==> src/inc/ebc_pkg.sv <==
// Package with the register map, field layout and timing of the bus control configuration block
// Contract
// - Power-on reset clears register; manual reset, standby keep
// - Address pull-up four cycles after bus acknowledge
// - Data pull-up while data pins idle
// - Standby memory pins float or drive high
// - Row/column strobes float or driven when released
// - Byte-order pin latched at power-on reset
// - Area zero burst count select
// - Area five burst count select
// - Area six burst count select
// - Memory type code for areas two, three
// - Card space select for areas five, six
package ebc_pkg;
    localparam logic [11:0] BUS_CONTROL_ONE_OFFSET = 12'h000;
    localparam logic [11:0] BURST_STATUS_OFFSET    = 12'h004;
    localparam logic [15:0] BUS_CONTROL_ONE_RESET  = 16'h0000;
    localparam logic [15:0] BUS_CONTROL_ONE_WMASK  = 16'hF7FF;
    localparam int ADDR_PULLUP_BIT   = 15;
    localparam int DATA_PULLUP_BIT   = 14;
    localparam int STANDBY_MEM_BIT   = 13;
    localparam int STROBE_FLOAT_BIT  = 12;
    localparam int BYTE_ORDER_BIT    = 11;
    localparam int AREA0_BURST_LSB   = 9;
    localparam int AREA5_BURST_LSB   = 7;
    localparam int AREA6_BURST_LSB   = 5;
    localparam int MEM_TYPE_LSB      = 2;
    localparam int AREA5_CARD_BIT    = 1;
    localparam int AREA6_CARD_BIT    = 0;
    localparam int ADDR_PINS         = 26;
    localparam int DATA_PINS         = 32;
    localparam int PULLUP_CYCLES     = 4;
    localparam logic [2:0] PULLUP_COUNT = 3'(PULLUP_CYCLES);
    localparam logic [2:0] MEM_TYPE_ORDINARY  = 3'h0;
    localparam logic [2:0] MEM_TYPE_AREA3_SD  = 3'h2;
    localparam logic [2:0] MEM_TYPE_BOTH_SD   = 3'h3;
    typedef enum logic [1:0] {
        BURST_NONE = 2'h0,
        BURST_4    = 2'h1,
        BURST_8    = 2'h2,
        BURST_16   = 2'h3
    } ebc_burst_t;
endpackage

==> src/hdl/ebc_bus_control.sv <==
// Bus control configuration register with pin-state control outputs
//
// Local design decisions: the register addresses and the APB interface to the registers.
`timescale 1ns/1ps
module ebc_bus_control (
    input  wire logic                         core_clk,
    input  wire logic                         rst_n,
    input  wire logic                         power_on_rst_n,
    input  wire logic                         byte_order_mode_pin,
    input  wire logic                         standby_mode,
    input  wire logic                         bus_released,
    input  wire logic                         bus_ack,
    input  wire logic                         data_bus_busy,
    input  wire logic                         psel,
    input  wire logic                         penable,
    input  wire logic                         pwrite,
    input  wire logic [11:0]                  paddr,
    input  wire logic [31:0]                  pwdata,
    input  wire logic [3:0]                   pstrb,
    output logic      [31:0]                  prdata,
    output logic                              pready,
    output logic                              pslverr,
    output logic      [ebc_pkg::ADDR_PINS-1:0] addrPullupOn,
    output logic      [ebc_pkg::DATA_PINS-1:0] dataPullupOn,
    output logic                              memPinsFloat,
    output logic                              memPinsDriveHigh,
    output logic                              strobeFloat,
    output logic                              littleEndian,
    output logic      [4:0]                   area0BurstLen,
    output logic      [4:0]                   area5BurstLen,
    output logic      [4:0]                   area6BurstLen,
    output logic                              area2Sdram,
    output logic                              area3Sdram,
    output logic                              area5CardSpace,
    output logic                              area6CardSpace,
    output logic                              memTypeIllegal
);
    import ebc_pkg::*;

    logic [15:0] ctrl_ff;
    logic        byteOrder_ff;
    logic [2:0]  pullCnt_ff;
    logic        busAckDly_ff;
    logic [15:0] nxt_ctrl;
    logic [15:0] regView;
    logic [4:0]  len0, len5, len6;
    logic        wrEn, rdEn, hitCtrl, hitStat;
    logic [2:0]  memType;

    assign hitCtrl = (paddr == BUS_CONTROL_ONE_OFFSET);
    assign hitStat = (paddr == BURST_STATUS_OFFSET);
    assign wrEn    = psel && penable && pwrite && hitCtrl;
    assign rdEn    = psel && !penable && !pwrite;
    // Byte order bit always read from the latched copy
    assign regView = {ctrl_ff[15:12], byteOrder_ff, ctrl_ff[10:0]};
    assign memType = ctrl_ff[MEM_TYPE_LSB+2:MEM_TYPE_LSB];

    // Byte lanes merge; read-only bit masked out of the write
    always_comb begin
        nxt_ctrl = ctrl_ff;
        if (pstrb[0]) begin
            nxt_ctrl[7:0] = pwdata[7:0];
        end
        if (pstrb[1]) begin
            nxt_ctrl[15:8] = pwdata[15:8];
        end
        nxt_ctrl = (nxt_ctrl & BUS_CONTROL_ONE_WMASK) | (ctrl_ff & ~BUS_CONTROL_ONE_WMASK);
    end

    // Only power-on reset clears; rst_n is the manual reset and leaves it alone
    always_ff @(posedge core_clk) begin
        if (!power_on_rst_n) begin
            ctrl_ff <= BUS_CONTROL_ONE_RESET;
        end else if (wrEn) begin
            ctrl_ff <= nxt_ctrl;
        end
    end

    // Strap sampled while power-on reset is held; kept through manual reset
    always_ff @(posedge core_clk) begin
        if (!power_on_rst_n) begin
            byteOrder_ff <= byte_order_mode_pin;
        end
    end

    // Pull-up window starts on the rising edge of bus acknowledge
    always_ff @(posedge core_clk) begin
        if (!rst_n || !power_on_rst_n) begin
            busAckDly_ff <= 1'b0;
            pullCnt_ff   <= 3'h0;
        end else begin
            busAckDly_ff <= bus_ack;
            if (bus_ack && !busAckDly_ff && ctrl_ff[ADDR_PULLUP_BIT]) begin
                pullCnt_ff <= PULLUP_COUNT;
            end else if (pullCnt_ff != 3'h0) begin
                pullCnt_ff <= pullCnt_ff - 3'h1;
            end
        end
    end

    ebc_burst_decode u_dec0 (.burstCode(ctrl_ff[AREA0_BURST_LSB+1:AREA0_BURST_LSB]),
                             .burstLen(len0));
    ebc_burst_decode u_dec5 (.burstCode(ctrl_ff[AREA5_BURST_LSB+1:AREA5_BURST_LSB]),
                             .burstLen(len5));
    ebc_burst_decode u_dec6 (.burstCode(ctrl_ff[AREA6_BURST_LSB+1:AREA6_BURST_LSB]),
                             .burstLen(len6));

    // Pin controls registered so every output leaves a flip-flop
    always_ff @(posedge core_clk) begin
        if (!rst_n) begin
            addrPullupOn     <= '0;
            dataPullupOn     <= '0;
            memPinsFloat     <= 1'b0;
            memPinsDriveHigh <= 1'b0;
            strobeFloat      <= 1'b0;
        end else begin
            addrPullupOn <= {ADDR_PINS{pullCnt_ff != 3'h0}};
            dataPullupOn <= {DATA_PINS{ctrl_ff[DATA_PULLUP_BIT] && !data_bus_busy}};
            memPinsFloat     <= standby_mode && !ctrl_ff[STANDBY_MEM_BIT];
            memPinsDriveHigh <= standby_mode && ctrl_ff[STANDBY_MEM_BIT];
            strobeFloat <= (standby_mode || bus_released) && !ctrl_ff[STROBE_FLOAT_BIT];
        end
    end

    // Decoded area configuration for the bus-cycle engines
    always_ff @(posedge core_clk) begin
        if (!rst_n) begin
            littleEndian   <= 1'b0;
            area0BurstLen  <= 5'h00;
            area5BurstLen  <= 5'h00;
            area6BurstLen  <= 5'h00;
            area2Sdram     <= 1'b0;
            area3Sdram     <= 1'b0;
            area5CardSpace <= 1'b0;
            area6CardSpace <= 1'b0;
            memTypeIllegal <= 1'b0;
        end else begin
            littleEndian   <= byteOrder_ff;
            area0BurstLen  <= len0;
            area5BurstLen  <= len5;
            area6BurstLen  <= len6;
            // Prohibited codes fall back to ordinary memory and are flagged
            area2Sdram     <= (memType == MEM_TYPE_BOTH_SD);
            area3Sdram     <= (memType == MEM_TYPE_BOTH_SD) ||
                              (memType == MEM_TYPE_AREA3_SD);
            memTypeIllegal <= (memType != MEM_TYPE_ORDINARY) &&
                              (memType != MEM_TYPE_AREA3_SD) &&
                              (memType != MEM_TYPE_BOTH_SD);
            area5CardSpace <= ctrl_ff[AREA5_CARD_BIT];
            area6CardSpace <= ctrl_ff[AREA6_CARD_BIT];
        end
    end

    // APB slave: no wait states, read data captured in setup cycle
    always_ff @(posedge core_clk) begin
        if (!rst_n) begin
            pready  <= 1'b0;
            pslverr <= 1'b0;
            prdata  <= 32'h00000000;
        end else begin
            pready  <= psel && !penable;
            pslverr <= psel && !penable && !(hitCtrl || hitStat);
            if (rdEn && hitCtrl) begin
                prdata <= {16'h0000, regView};
            end else if (rdEn && hitStat) begin
                prdata <= {17'h00000, len6, len5, len0};
            end else if (psel && !penable) begin
                prdata <= 32'h00000000;
            end
        end
    end
endmodule

==> src/hdl/ebc_burst_decode.sv <==
// Burst code to consecutive-access count decoder
`timescale 1ns/1ps
module ebc_burst_decode (
    input  wire logic [1:0] burstCode,
    output logic      [4:0] burstLen
);
    import ebc_pkg::*;
    // Zero means ordinary memory, no burst
    always_comb begin
        case (burstCode)
            BURST_4:  burstLen = 5'h04;
            BURST_8:  burstLen = 5'h08;
            BURST_16: burstLen = 5'h10;
            default:  burstLen = 5'h00;
        endcase
    end
endmodule

==> config.mk <==
export PLATFORM = sky130hd
export DESIGN_NAME = ebc_bus_control
export DESIGN_NICKNAME = d
export VERILOG_FILES = /design/src/inc/ebc_pkg.sv /design/src/hdl/ebc_bus_control.sv /design/src/hdl/ebc_burst_decode.sv
export SDC_FILE = /design/constraint.sdc
export NUM_CORES = 1
export LEC_CHECK = 0
export BUFFER_PORTS_ARGS = -buffer_cell sky130_fd_sc_hd__clkbuf_2
export CAP_MARGIN = 20
export CORE_AREA = 2 2 73 103
export DETAILED_ROUTE_END_ITERATION = 12
export DIE_AREA = 0 0 75 105
export PLACE_DENSITY_LB_ADDON = 0.2
export RECOVER_POWER = 100
export SYNTH_ARGS = -nofsm -noshare
export SYNTH_HDL_FRONTEND = slang
export SYNTH_SLANG_ARGS = --single-unit
==> constraint.sdc <==
create_clock -name core_clk -period 2.45 [get_ports core_clk]
set_input_delay 0 -clock core_clk [delete_from_list [all_inputs] [get_ports core_clk]]
set_output_delay 0 -clock core_clk [all_outputs]
set_load 0.1 [all_outputs]
# Word-level counts from Yosys, hierarchy flattened
# Cells that the tools add are included.
# totals
out_inout_bits,116
reg_bits,65
in_bits,59
wordCells,83
# classes
bitwise,1
n_addsub,1
n_reduce_logical,35
n_eq_ne,14
n_mux,10
# op_table
operator,count
$mux 16,3
$pmux 5 s3,3
$logic_and 1x1->1,16
$mux 8,2
$or 16x12->16,1
$eq 12x3->1 const B,1
$eq 2x2->1 const B,6
$logic_not 12->1,1
$logic_not 1->1,9
$reduce_bool 3->1,3
$eq 2x1->1 const B,3
$eq 3x2->1 const B,2
$mux 3,2
$ne 3x2->1 const B,2
$logic_or 1x1->1,4
$sub 3x1->3 const B,1
$reduce_bool 2->1,1
$reduce_or 2->1,1

# Depth between registers and ports, before layout
# Gate-level depths: netlist (run 1).
# logic_depth
depth_word,6
ltp_mapped,6
depth_no_buf,6

# Cells and area by module
# Synthesis (run 1) repeated with hierarchy kept, for this count alone.
# unflattened
cells_unflattened,324
hier_area_um2,3012.9
# modules_own_cells
mod,instances,cells_per_inst,area_per_inst_um2
ebc_bus_control,1,306,2889.0
ebc_burst_decode,3,6,41.3

# Worst setup path before layout (run 1)
# No wires, ideal clock.
# synth_path
path_type,reg-to-output
startpoint,reg dataPullupOn[0] (netlist name)
endpoint,out dataPullupOn[10] (netlist name)
arrival_ns,1.895
path_stages_with_launch,2
setup_slack_ns,0.555
required_ns,2.450
path_cell_list,dfxtp_1 -> buf_4
# synth_lines
element,line,text
"end, declared",ebc_bus_control.sv:24,"output logic [ebc_pkg::DATA_PINS-1:0] dataPullupOn,"
# No word-level cell between the ends.

# Final worst setup path (run 1)
# layout_path
startpoint,reg addrPullupOn[0] (netlist name)
endpoint,out addrPullupOn[9] (netlist name)
# layout_lines
element,line,text
"end, declared",ebc_bus_control.sv:23,"output logic [ebc_pkg::ADDR_PINS-1:0] addrPullupOn,"
# No word-level cell between the ends.

==> metrics, run 1 <==
overall routing resource usage=14.8%; worst path arrival time=1.99 ns; Core Footprint=about 0.007 mm2; Hold Path Origin=penable; Yosys reg bits=between 50 and 60; Initial Util=roughly two fifths; reg2reg start=pullCnt_ff[0]; Slew Limit Fails=0; critical path buffer and inverter count=1; Die W=75 um; most common cell in the netlist=buf_4; max capacitance violation total=0; Final period util=81.1%; clk slew on worst S/H paths=0.06 ns; Slew @ Worst Pin=around 1.2 ns; Routability Congestion=0.727; final wirelength=about 6000 um; EDFF count, synth=1; CTS Buf Count=9; Post-layout nets=~460; peak per-stage delay on the critical path=0.92 ns; clock buffer depth=2; Max IR drop VDD=0.000372 V; final setup margin=around 0.46 ns; crit path from=addrPullupOn[0]; Mapped Avg Cell Area=about 9.4 um2; critical path type=reg2out; post-route ant nets=0; CTS tree=done; Setup crit end kind=output port; Post-Syn Area=0.00274 mm2; CP Depth=1; Min Hold Slack=approximately 0.1 ns; vias in the first global route=1858; crit start category=flop; area grow syn2layout=23.0%; clock latency on the worst-skew pair=0.32 ns; Residual DRC=0; synth top area cells=dfxtp_1 (42%), buf_4 (21%), mux2i_1 (6.6%); largest net degree at the start of global routing=33; setup TNS=0 ns; full die area=0.00788 mm2; DR vias/cell=4.39; post-synth top area share=about two fifths; DP Wirelength=4300 um; Setup Slack @ Placement=1.00 ns; clock sink count=58; Top Family by Delay on Critical Path=buffers and inverters; Hold Buf Count CTS=24; Setup-failing EPs final=0; final cell count without fillers=a little under 500; asr flop ratio synth=0%; distinct cell type count after synthesis=39; cell count after placement=455; Root Driver=clkbuf_8; Final min period=1.99 ns; Post-Synthesis Cells=a little under 300; GRT Residual Overflow=0; Synth top cells by count=buf_4 (78), dfxtp_1 (57), nor2_1 (25); register area share after synthesis=a little over two fifths; initial detailed-routing violation count=41; Resize count post-CTS=0; ANT cells=0; cell accounting for the most synthesized area=dfxtp_1; Post-CTS Setup Inserts=0; yosys warns=0; H-Tree Level Count=3; Pwr Total=approximately 2.2 mW; run status=finished clean; layout cells sized above 1=between 20% and 30%; drt wl/cell=12.3 um; Hold Path Stages=4; Fmax=503 MHz; hold crit path type=in2reg; Fin Clk Skew=0.00413 ns; crit-path cells=clkbuf_1; slew margin rel.=19.5%; global-route wire length before repair=between 8000 and 9000 um; largest fanout on the critical path=26; Fin. Hold Viols=0; R2R depth=6; Pre-antenna DRT Iters=4; Rows=36; initial antenna violation count=0; Die Height=105 um; port bufs=133; Leak=1.61 nW; Slowest-stage cell, CP=clkbuf_1; Power per Cell Area=around 670 mW/mm2; worst path required time=~2.5 ns; Via Count=around 2200; io pins=175; dominant synthesized flop cell=dfxtp_1; RSZ-0062 raised after global routing=no
## stage by stage
stage	area, um2	utilization (%)
6_report	3360	48.8
3_5_place_dp	2990	43.4
5_1_grt	3360	48.8
4_1_cts	3460	50.2
2_1_floorplan	2810	-
3_3_place_gp	2990	43.4
## layout make-up
class	count	area (um2)
timing repair buffer	159	836
tap	95	119
sequential	58	1170
multi-input combinational	159	980
fill	739	3530
inverter	8	30.0
clock buffer	11	153
clock inverter	5	75.1
## placed cells by master, fill, tap and decap left out, types with 2 or more instances in the layout
master          n
a21boi_0        2
a21oi_1         4
a22oi_1         2
a31oi_1         2
a32o_1          2
and2_0          3
and2_1          4
and3_1          7
and3b_1         2
buf_1           2
bufinv_16       2
clkbuf_1       63
clkbuf_2       71
clkbuf_8        9
clkinv_2        3
conb_1         22
dfxtp_1        57
dlygate4sd3_1  24
ha_1            3
inv_1           8
mux2i_1        18
nand2_1        15
nand3_1        11
nand4_1         2
nor2_1         25
nor2b_1         6
nor4_4          2
nor4b_1         2
o21ai_0         9
o31ai_1         2
## cells by family after synthesis
logic type	count (synthesis)	synth area share (%)
simple gates	88	18.6
mux	18	6.59
xor+xnor	1	0.320
compound gates	27	6.40
flops	58	42.8
other cells	1	0.137
fa+ha+maj	3	1.37
buf+inv	95	23.8
## final timing paths
check,to,slack (ns)
worst min-delay path,prdata[11],0.10
worst min register to register,area5CardSpace,0.45
worst max register to register,pullCnt_ff[2],0.68
worst max-delay path,addrPullupOn[9],0.46
## metal layers
metal | share of wire, % | up-vias | global-route usage, %
met1 | 41 | 977 | 16.8
met2 | 49 | 109 | 24.4
met3 | 8.6 | 12 | 4.73
met4 | 1.7 | 0 | 7.02
li1 | - | 1074 | -
met5 | 0 | - | 0
## power by group
group | internal, mW | switching, mW
clock | 0.629 | 0.368
sequential | 0.952 | 0.00167
combinational | 0.0577 | 0.232
(Power assumes the default switching activity.)
==> run 2: changes to the inputs <==
- clock period: 2.45 -> 1.9 ns (I/O delays scaled with it)
==> run 2 against run 1 <==
  * Global-route usage decreased by 0.40 points
  * Critical endpoint is now pullCnt_ff[2]
  * Largest power group unchanged
  * Sequential power increased by 29%
  * Sequential cell count unchanged
  * Final area increased by 1.1%
==> metrics, run 2 (synthesized netlist as in run 1, its figures left out) <==
post-route ant nets=0 (unchanged); run status=finished clean; Reg2Reg Setup Slack=0.12 ns (-0.56 ns); final wirelength=5920 um (-2.5%); crit path from=pullCnt_ff[0]; most frequent cells in the layout=clkbuf_2 (95), dfxtp_1 (57), clkbuf_1 (40); GRT Residual Overflow=0 (unchanged); Seq. cell area=0.00117 mm2 (unchanged); DP Wirelength=4330 um (+0.56%); RSZ-0062 raised after global routing=no; peak per-stage delay on the critical path=0.56 ns (-0.36 ns); DR vias/cell=4.39 (unchanged); final setup margin=0.125 ns (-0.338 ns); io pins=175 (unchanged); port bufs=133 (unchanged); Power per Cell Area=836 mW/mm2 (+25%); max capacitance violation total=0 (unchanged); Hold EP=prdata[11]; FF-to-FF End=pullCnt_ff[2]; worst path arrival time=1.99 ns (about the same); Resize count post-CTS=0 (unchanged); Pre-antenna DRT Iters=4 (unchanged); Hold Path Stages=4 (unchanged); full die area=0.00788 mm2 (unchanged); Post-layout nets=459 (+0.44%); CTS tree=done; Final period util=93.4%; Setup Slack @ Placement=0.426 ns (-0.574 ns); CTS Buf Count=9 (unchanged); Slew Limit Fails=0 (unchanged); worst path required time=2.12 ns (-0.33 ns); critical path type=reg2reg; final cell count without fillers=495 (unchanged); largest fanout on the critical path=5 (-81%); Die Height=105 um (unchanged); initial detailed-routing violation count=49 (+20%); area grow syn2layout=24.3%; drt wl/cell=11.9 um (-2.5%); largest net degree at the start of global routing=33 (unchanged); Fin. Hold Viols=0 (unchanged); Residual DRC=0 (unchanged); clock latency on the worst-skew pair=0.33 ns (about the same); clk slew on worst S/H paths=0.07 ns (about the same); global-route wire length before repair=8650 um (-2.0%); slew margin rel.=19.4% (-0.060 points); layout cells sized above 1=28.5% (+6.2 points); vias in the first global route=1882 (+1.3%); Max IR drop VDD=0.000430 V (+15%); Setup crit end kind=flop; Via Count=2172 (unchanged); H-Tree Level Count=3 (unchanged); commonest non-fill, non-tap cell in the layout=clkbuf_2; hold crit path type=in2reg; Final Util=49.3% (+0.54 points); clock buffer depth=2 (unchanged); crit-path cells=inv_1 -> ha_1 -> ha_1 -> mux2i_1 -> a21oi_1 -> dlygate4sd3_1; clock sink count=58 (unchanged); ANT cells=0 (unchanged); Core Footprint=0.00689 mm2 (unchanged); Hold Path Origin=penable; Setup-failing EPs final=0 (unchanged); Slowest-stage cell, CP=dlygate4sd3_1; Leak=1.70 nW (+5.5%); Hold Buf Count CTS=24 (unchanged); Routability Congestion=0.731 (+0.63%); Slew @ Worst Pin=1.21 ns (+0.000904 ns); initial antenna violation count=0 (unchanged); reg2reg start=pullCnt_ff[0]; Root Driver=clkbuf_8; overall routing resource usage=14.4% (-0.40 points); Initial Util=39.7% (unchanged); Fmax=563 MHz; Fin Clk Skew=0.00663 ns (+0.00250 ns); R2R depth=6 (unchanged); Die W=75 um (unchanged); crit start category=flop; Final min period=1.78 ns; setup TNS=0 ns (unchanged); Rows=36 (unchanged); fill count=715 (-3.2%); crit-path most repeated cell=ha_1; Post-CTS Setup Inserts=0 (unchanged); Multi-input gate area=980 um2 (unchanged); cell count after placement=457 (+0.44%)
run 2: final cells by class:
type                            instances  share of cell area (%)
Sequential cell                        58                    34.4
Multi-Input combinational cell        159                    28.8
Timing Repair Buffer                  161                    25.9
Clock buffer                           13                    5.59
Tap cell                               95                    3.50
Clock inverter                          1                   0.883
Inverter                                8                   0.883
run 2: worst max path at each step:
stage / endpoint / cells past startpoint
finish: pullCnt_ff[2] / 6
global route: prdata[6] / 6
CTS: pullCnt_ff[2] / 6
detailed placement: prdata[6] / 5
global placement: prdata[5] / 5
floorplan: dataPullupOn[10] / 1
run 2: critical path, delay by kind of cell, from the launching register on:
family | cells | cell delay, ns
DFF | 1 | 0.34
adders and majority gates | 2 | 0.45
buffers and inverters | 2 | 0.61
muxes | 1 | 0.18
AOI/OAI and AO/OA | 1 | 0.08
run 2: layer usage:
layer | wire, um | track usage [%] | up-vias
li1 | - | - | 1081
met1 | 2410 | 15.8 | 976
met2 | 2930 | 24.6 | 105
met3 | 475 | 3.95 | 10
met4 | 99 | 7.27 | 0
met5 | 0 | 0 | -
run 2: metrics by stage:
stage          hold WS, ns  total power, mW  cell area, um2
2_1_floorplan       0.0716             1.56            2810
3_3_place_gp         0.173             1.60            3010
3_5_place_dp         0.169             1.60            3010
4_1_cts             0.0677             2.87            3470
5_1_grt             0.0904             2.93            3400
6_report            0.0808             2.84            3400
run 2: power breakdown:
part | switching, mW | internal (mW) | leakage (nW) | total, mW
Combinational | 0.298 | 0.0761 | 1.12 | 0.374
Sequential | 0.00239 | 1.23 | 0.470 | 1.23
Clock | 0.459 | 0.779 | 0.113 | 1.24
==> run 3: changes to the inputs <==
- CORE_AREA: 2 2 73 103 -> 2 2 75 106
- DIE_AREA: 0 0 75 105 -> 0 0 77 108
- clock period: 1.9 -> 1.5 ns (I/O delays scaled with it)
==> run 3 against run 2 <==
  * Via count is 2.2% higher
  * Sequential share of layout area down 1.6 points
  * Final area grew 5.0%
  * Global-route usage is 0.30 points higher
  * Non-clock buffer count grew 4
  * Wire length rose by 5.0%
  * Combinational power is 31% higher
  * Clock power up 23%
  * Register-to-register slack better by 0.17 ns
  * Hold slack worse by 0.022 ns
  * Sequential cell count unchanged
  * Largest power group is now sequential cells
==> metrics, run 3 (synthesized netlist as in run 1, its figures left out) <==
Via Count=2220 (+2.2%); Final min period=1.44 ns; port bufs=133 (unchanged); cell count after placement=464 (+1.5%); layout cells sized above 1=39.9% (+11 points); Die W=77 um (+2.7%); Fin Clk Skew=0.00458 ns (-0.00205 ns); fill count=749 (+4.8%); io pins=175 (unchanged); Min Hold Slack=0.0591 ns (-0.0217 ns); Setup-failing EPs final=0 (unchanged); final setup margin=0.0650 ns (-0.0596 ns); Die Height=108 um (+2.9%); Int Pwr=2.59 mW (+24%); Setup crit end kind=flop; commonest non-fill, non-tap cell in the layout=clkbuf_2; largest net degree at the start of global routing=33 (unchanged); area grow syn2layout=30.6%; Rows=37 (+2.8%); Slew @ Worst Pin=0.565 ns (-0.648 ns); Comb pwr share=13.7% (+0.5 points); largest fanout on the critical path=7 (+2); GRT Residual Overflow=0 (unchanged); hold crit path type=in2reg; CTS Buf Count=9 (unchanged); global-route wire length before repair=9580 um (+11%); Slew Limit Fails=0 (unchanged); Core Footprint=0.00731 mm2 (+6.1%); slew margin rel.=62.5% (+43 points); setup TNS=0 ns (unchanged); vias in the first global route=2033 (+8.0%); DR vias/cell=4.41 (+0.58%); Fin. Hold Viols=0 (unchanged); final wirelength=6210 um (+5.0%); Post-layout nets=463 (+0.87%); drt wl/cell=12.4 um (+3.4%); clock sink count=58 (unchanged); Leak=1.88 nW (+11%); final cell count without fillers=503 (+1.6%); Sw Ratio=27.3% (+0.59 points); DP Wirelength=4510 um (+4.3%); Pwr Total=3.57 mW (+26%); Max IR drop VDD=0.000812 V (+89%); Cell Area, Placed=0.00313 mm2 (+4.1%); Final period util=95.7%; run status=finished clean; worst path required time=1.70 ns (-0.42 ns); Power per Cell Area=998 mW/mm2 (+19%); Pre-antenna DRT Iters=4 (unchanged); Clk pwr share=42.6% (-0.9 points); CTS tree=done; post-route ant nets=0 (unchanged); ANT cells=0 (unchanged); H-Tree Level Count=3 (unchanged); initial antenna violation count=0 (unchanged); worst path arrival time=1.64 ns (-0.35 ns); critical path type=in2reg; switching power total=974 uW (+28%); full die area=0.00832 mm2 (+5.6%); Residual DRC=0 (unchanged); Fmax=697 MHz; initial detailed-routing violation count=41 (-16%); Final Util=48.8% (-0.51 points); Root Driver=clkbuf_8; crit start category=primary input; Seq pwr share=43.7% (+0.4 points); clock buffer depth=2 (unchanged); clk slew on worst S/H paths=0.06 ns (about the same); most frequent cells in the layout=clkbuf_2 (100), dfxtp_1 (55), buf_4 (40); clock latency on the worst-skew pair=0.33 ns (about the same); overall routing resource usage=14.7% (+0.30 points); Initial Util=37.4% (-2.3 points); Finished Cell Area=0.00357 mm2 (+5.0%); max capacitance violation total=0 (unchanged); Setup Slack @ Placement=0.194 ns (-0.232 ns); Routability Congestion=0.789 (+7.9%)
==> run 3: cell types whose count changed in the layout (fill, tap and decap cells not counted), sizes merged <==
cell / previous run / this run
bufinv: 1 / 2
dlygate4sd3: 24 / 23
clkinv: 0 / 3
buf: 2 / 40
clkbuf: 148 / 113
==> run 3: final timing paths <==
| path | start | end | slack, ns | cells after the start |
|---|---|---|---|---|
| hold reg to reg | prdata[7] | prdata[7] | 0.45 | 2 |
| setup reg to reg | pullCnt_ff[0] | pullCnt_ff[2] | 0.29 | 5 |
| hold / removal | rst_n | memTypeIllegal | 0.06 | 2 |
| setup / recovery | paddr[0] | flop | 0.06 | 7 |
==> run 3: layer usage <==
layer | track usage [%] | vias to the layer above | wire (um)
li1 | - | 1091 | -
met1 | 15.9 | 1004 | 2500
met2 | 26.4 | 115 | 3080
met3 | 4.34 | 10 | 514
met4 | 6.89 | 0 | 119
met5 | 0 | - | 0
==> run 3: cell type report <==
| class | count | area, um2 | area share [%] |
|---|---|---|---|
| repair buffers | 165 | 1040 | 29.1 |
| flip-flops and latches | 58 | 1170 | 32.9 |
| multi-input cells | 159 | 998 | 28.0 |
| clock buffers | 11 | 131 | 3.68 |
| clock inverters | 5 | 78.8 | 2.21 |
| inverters | 8 | 30.0 | 0.841 |
| well taps | 97 | 121 | 3.40 |
==> run 3: what timing repair did <==
action / CTS / global route
setup endpoints to repair: 0 / 6
hold buffers: 23 / 0
endpoints found under the hold margin: 25 / 0
setup buffers: 0 / 0
resized for setup: 0 / 1
==> run 3: worst max-delay path, stage by stage <==
cell	delay (ns)
dlygate4sd3_1	0.54
clkbuf_2	0.15
nor4b_1	0.38
nand4_2	0.14
buf_4	0.21
mux2i_1	0.16
nor2_1	0.05
==> run 3: power groups by stage <==
stage                     combinational [mW]  sequential [mW]  clock, mW
final                                  0.489             1.56       1.52
after global placement                 0.437             1.59          0
after CTS                              0.487             1.56       1.57
after global routing                   0.509             1.56       1.62
after floorplan                        0.335             1.64          0
after detailed placement               0.437             1.59          0
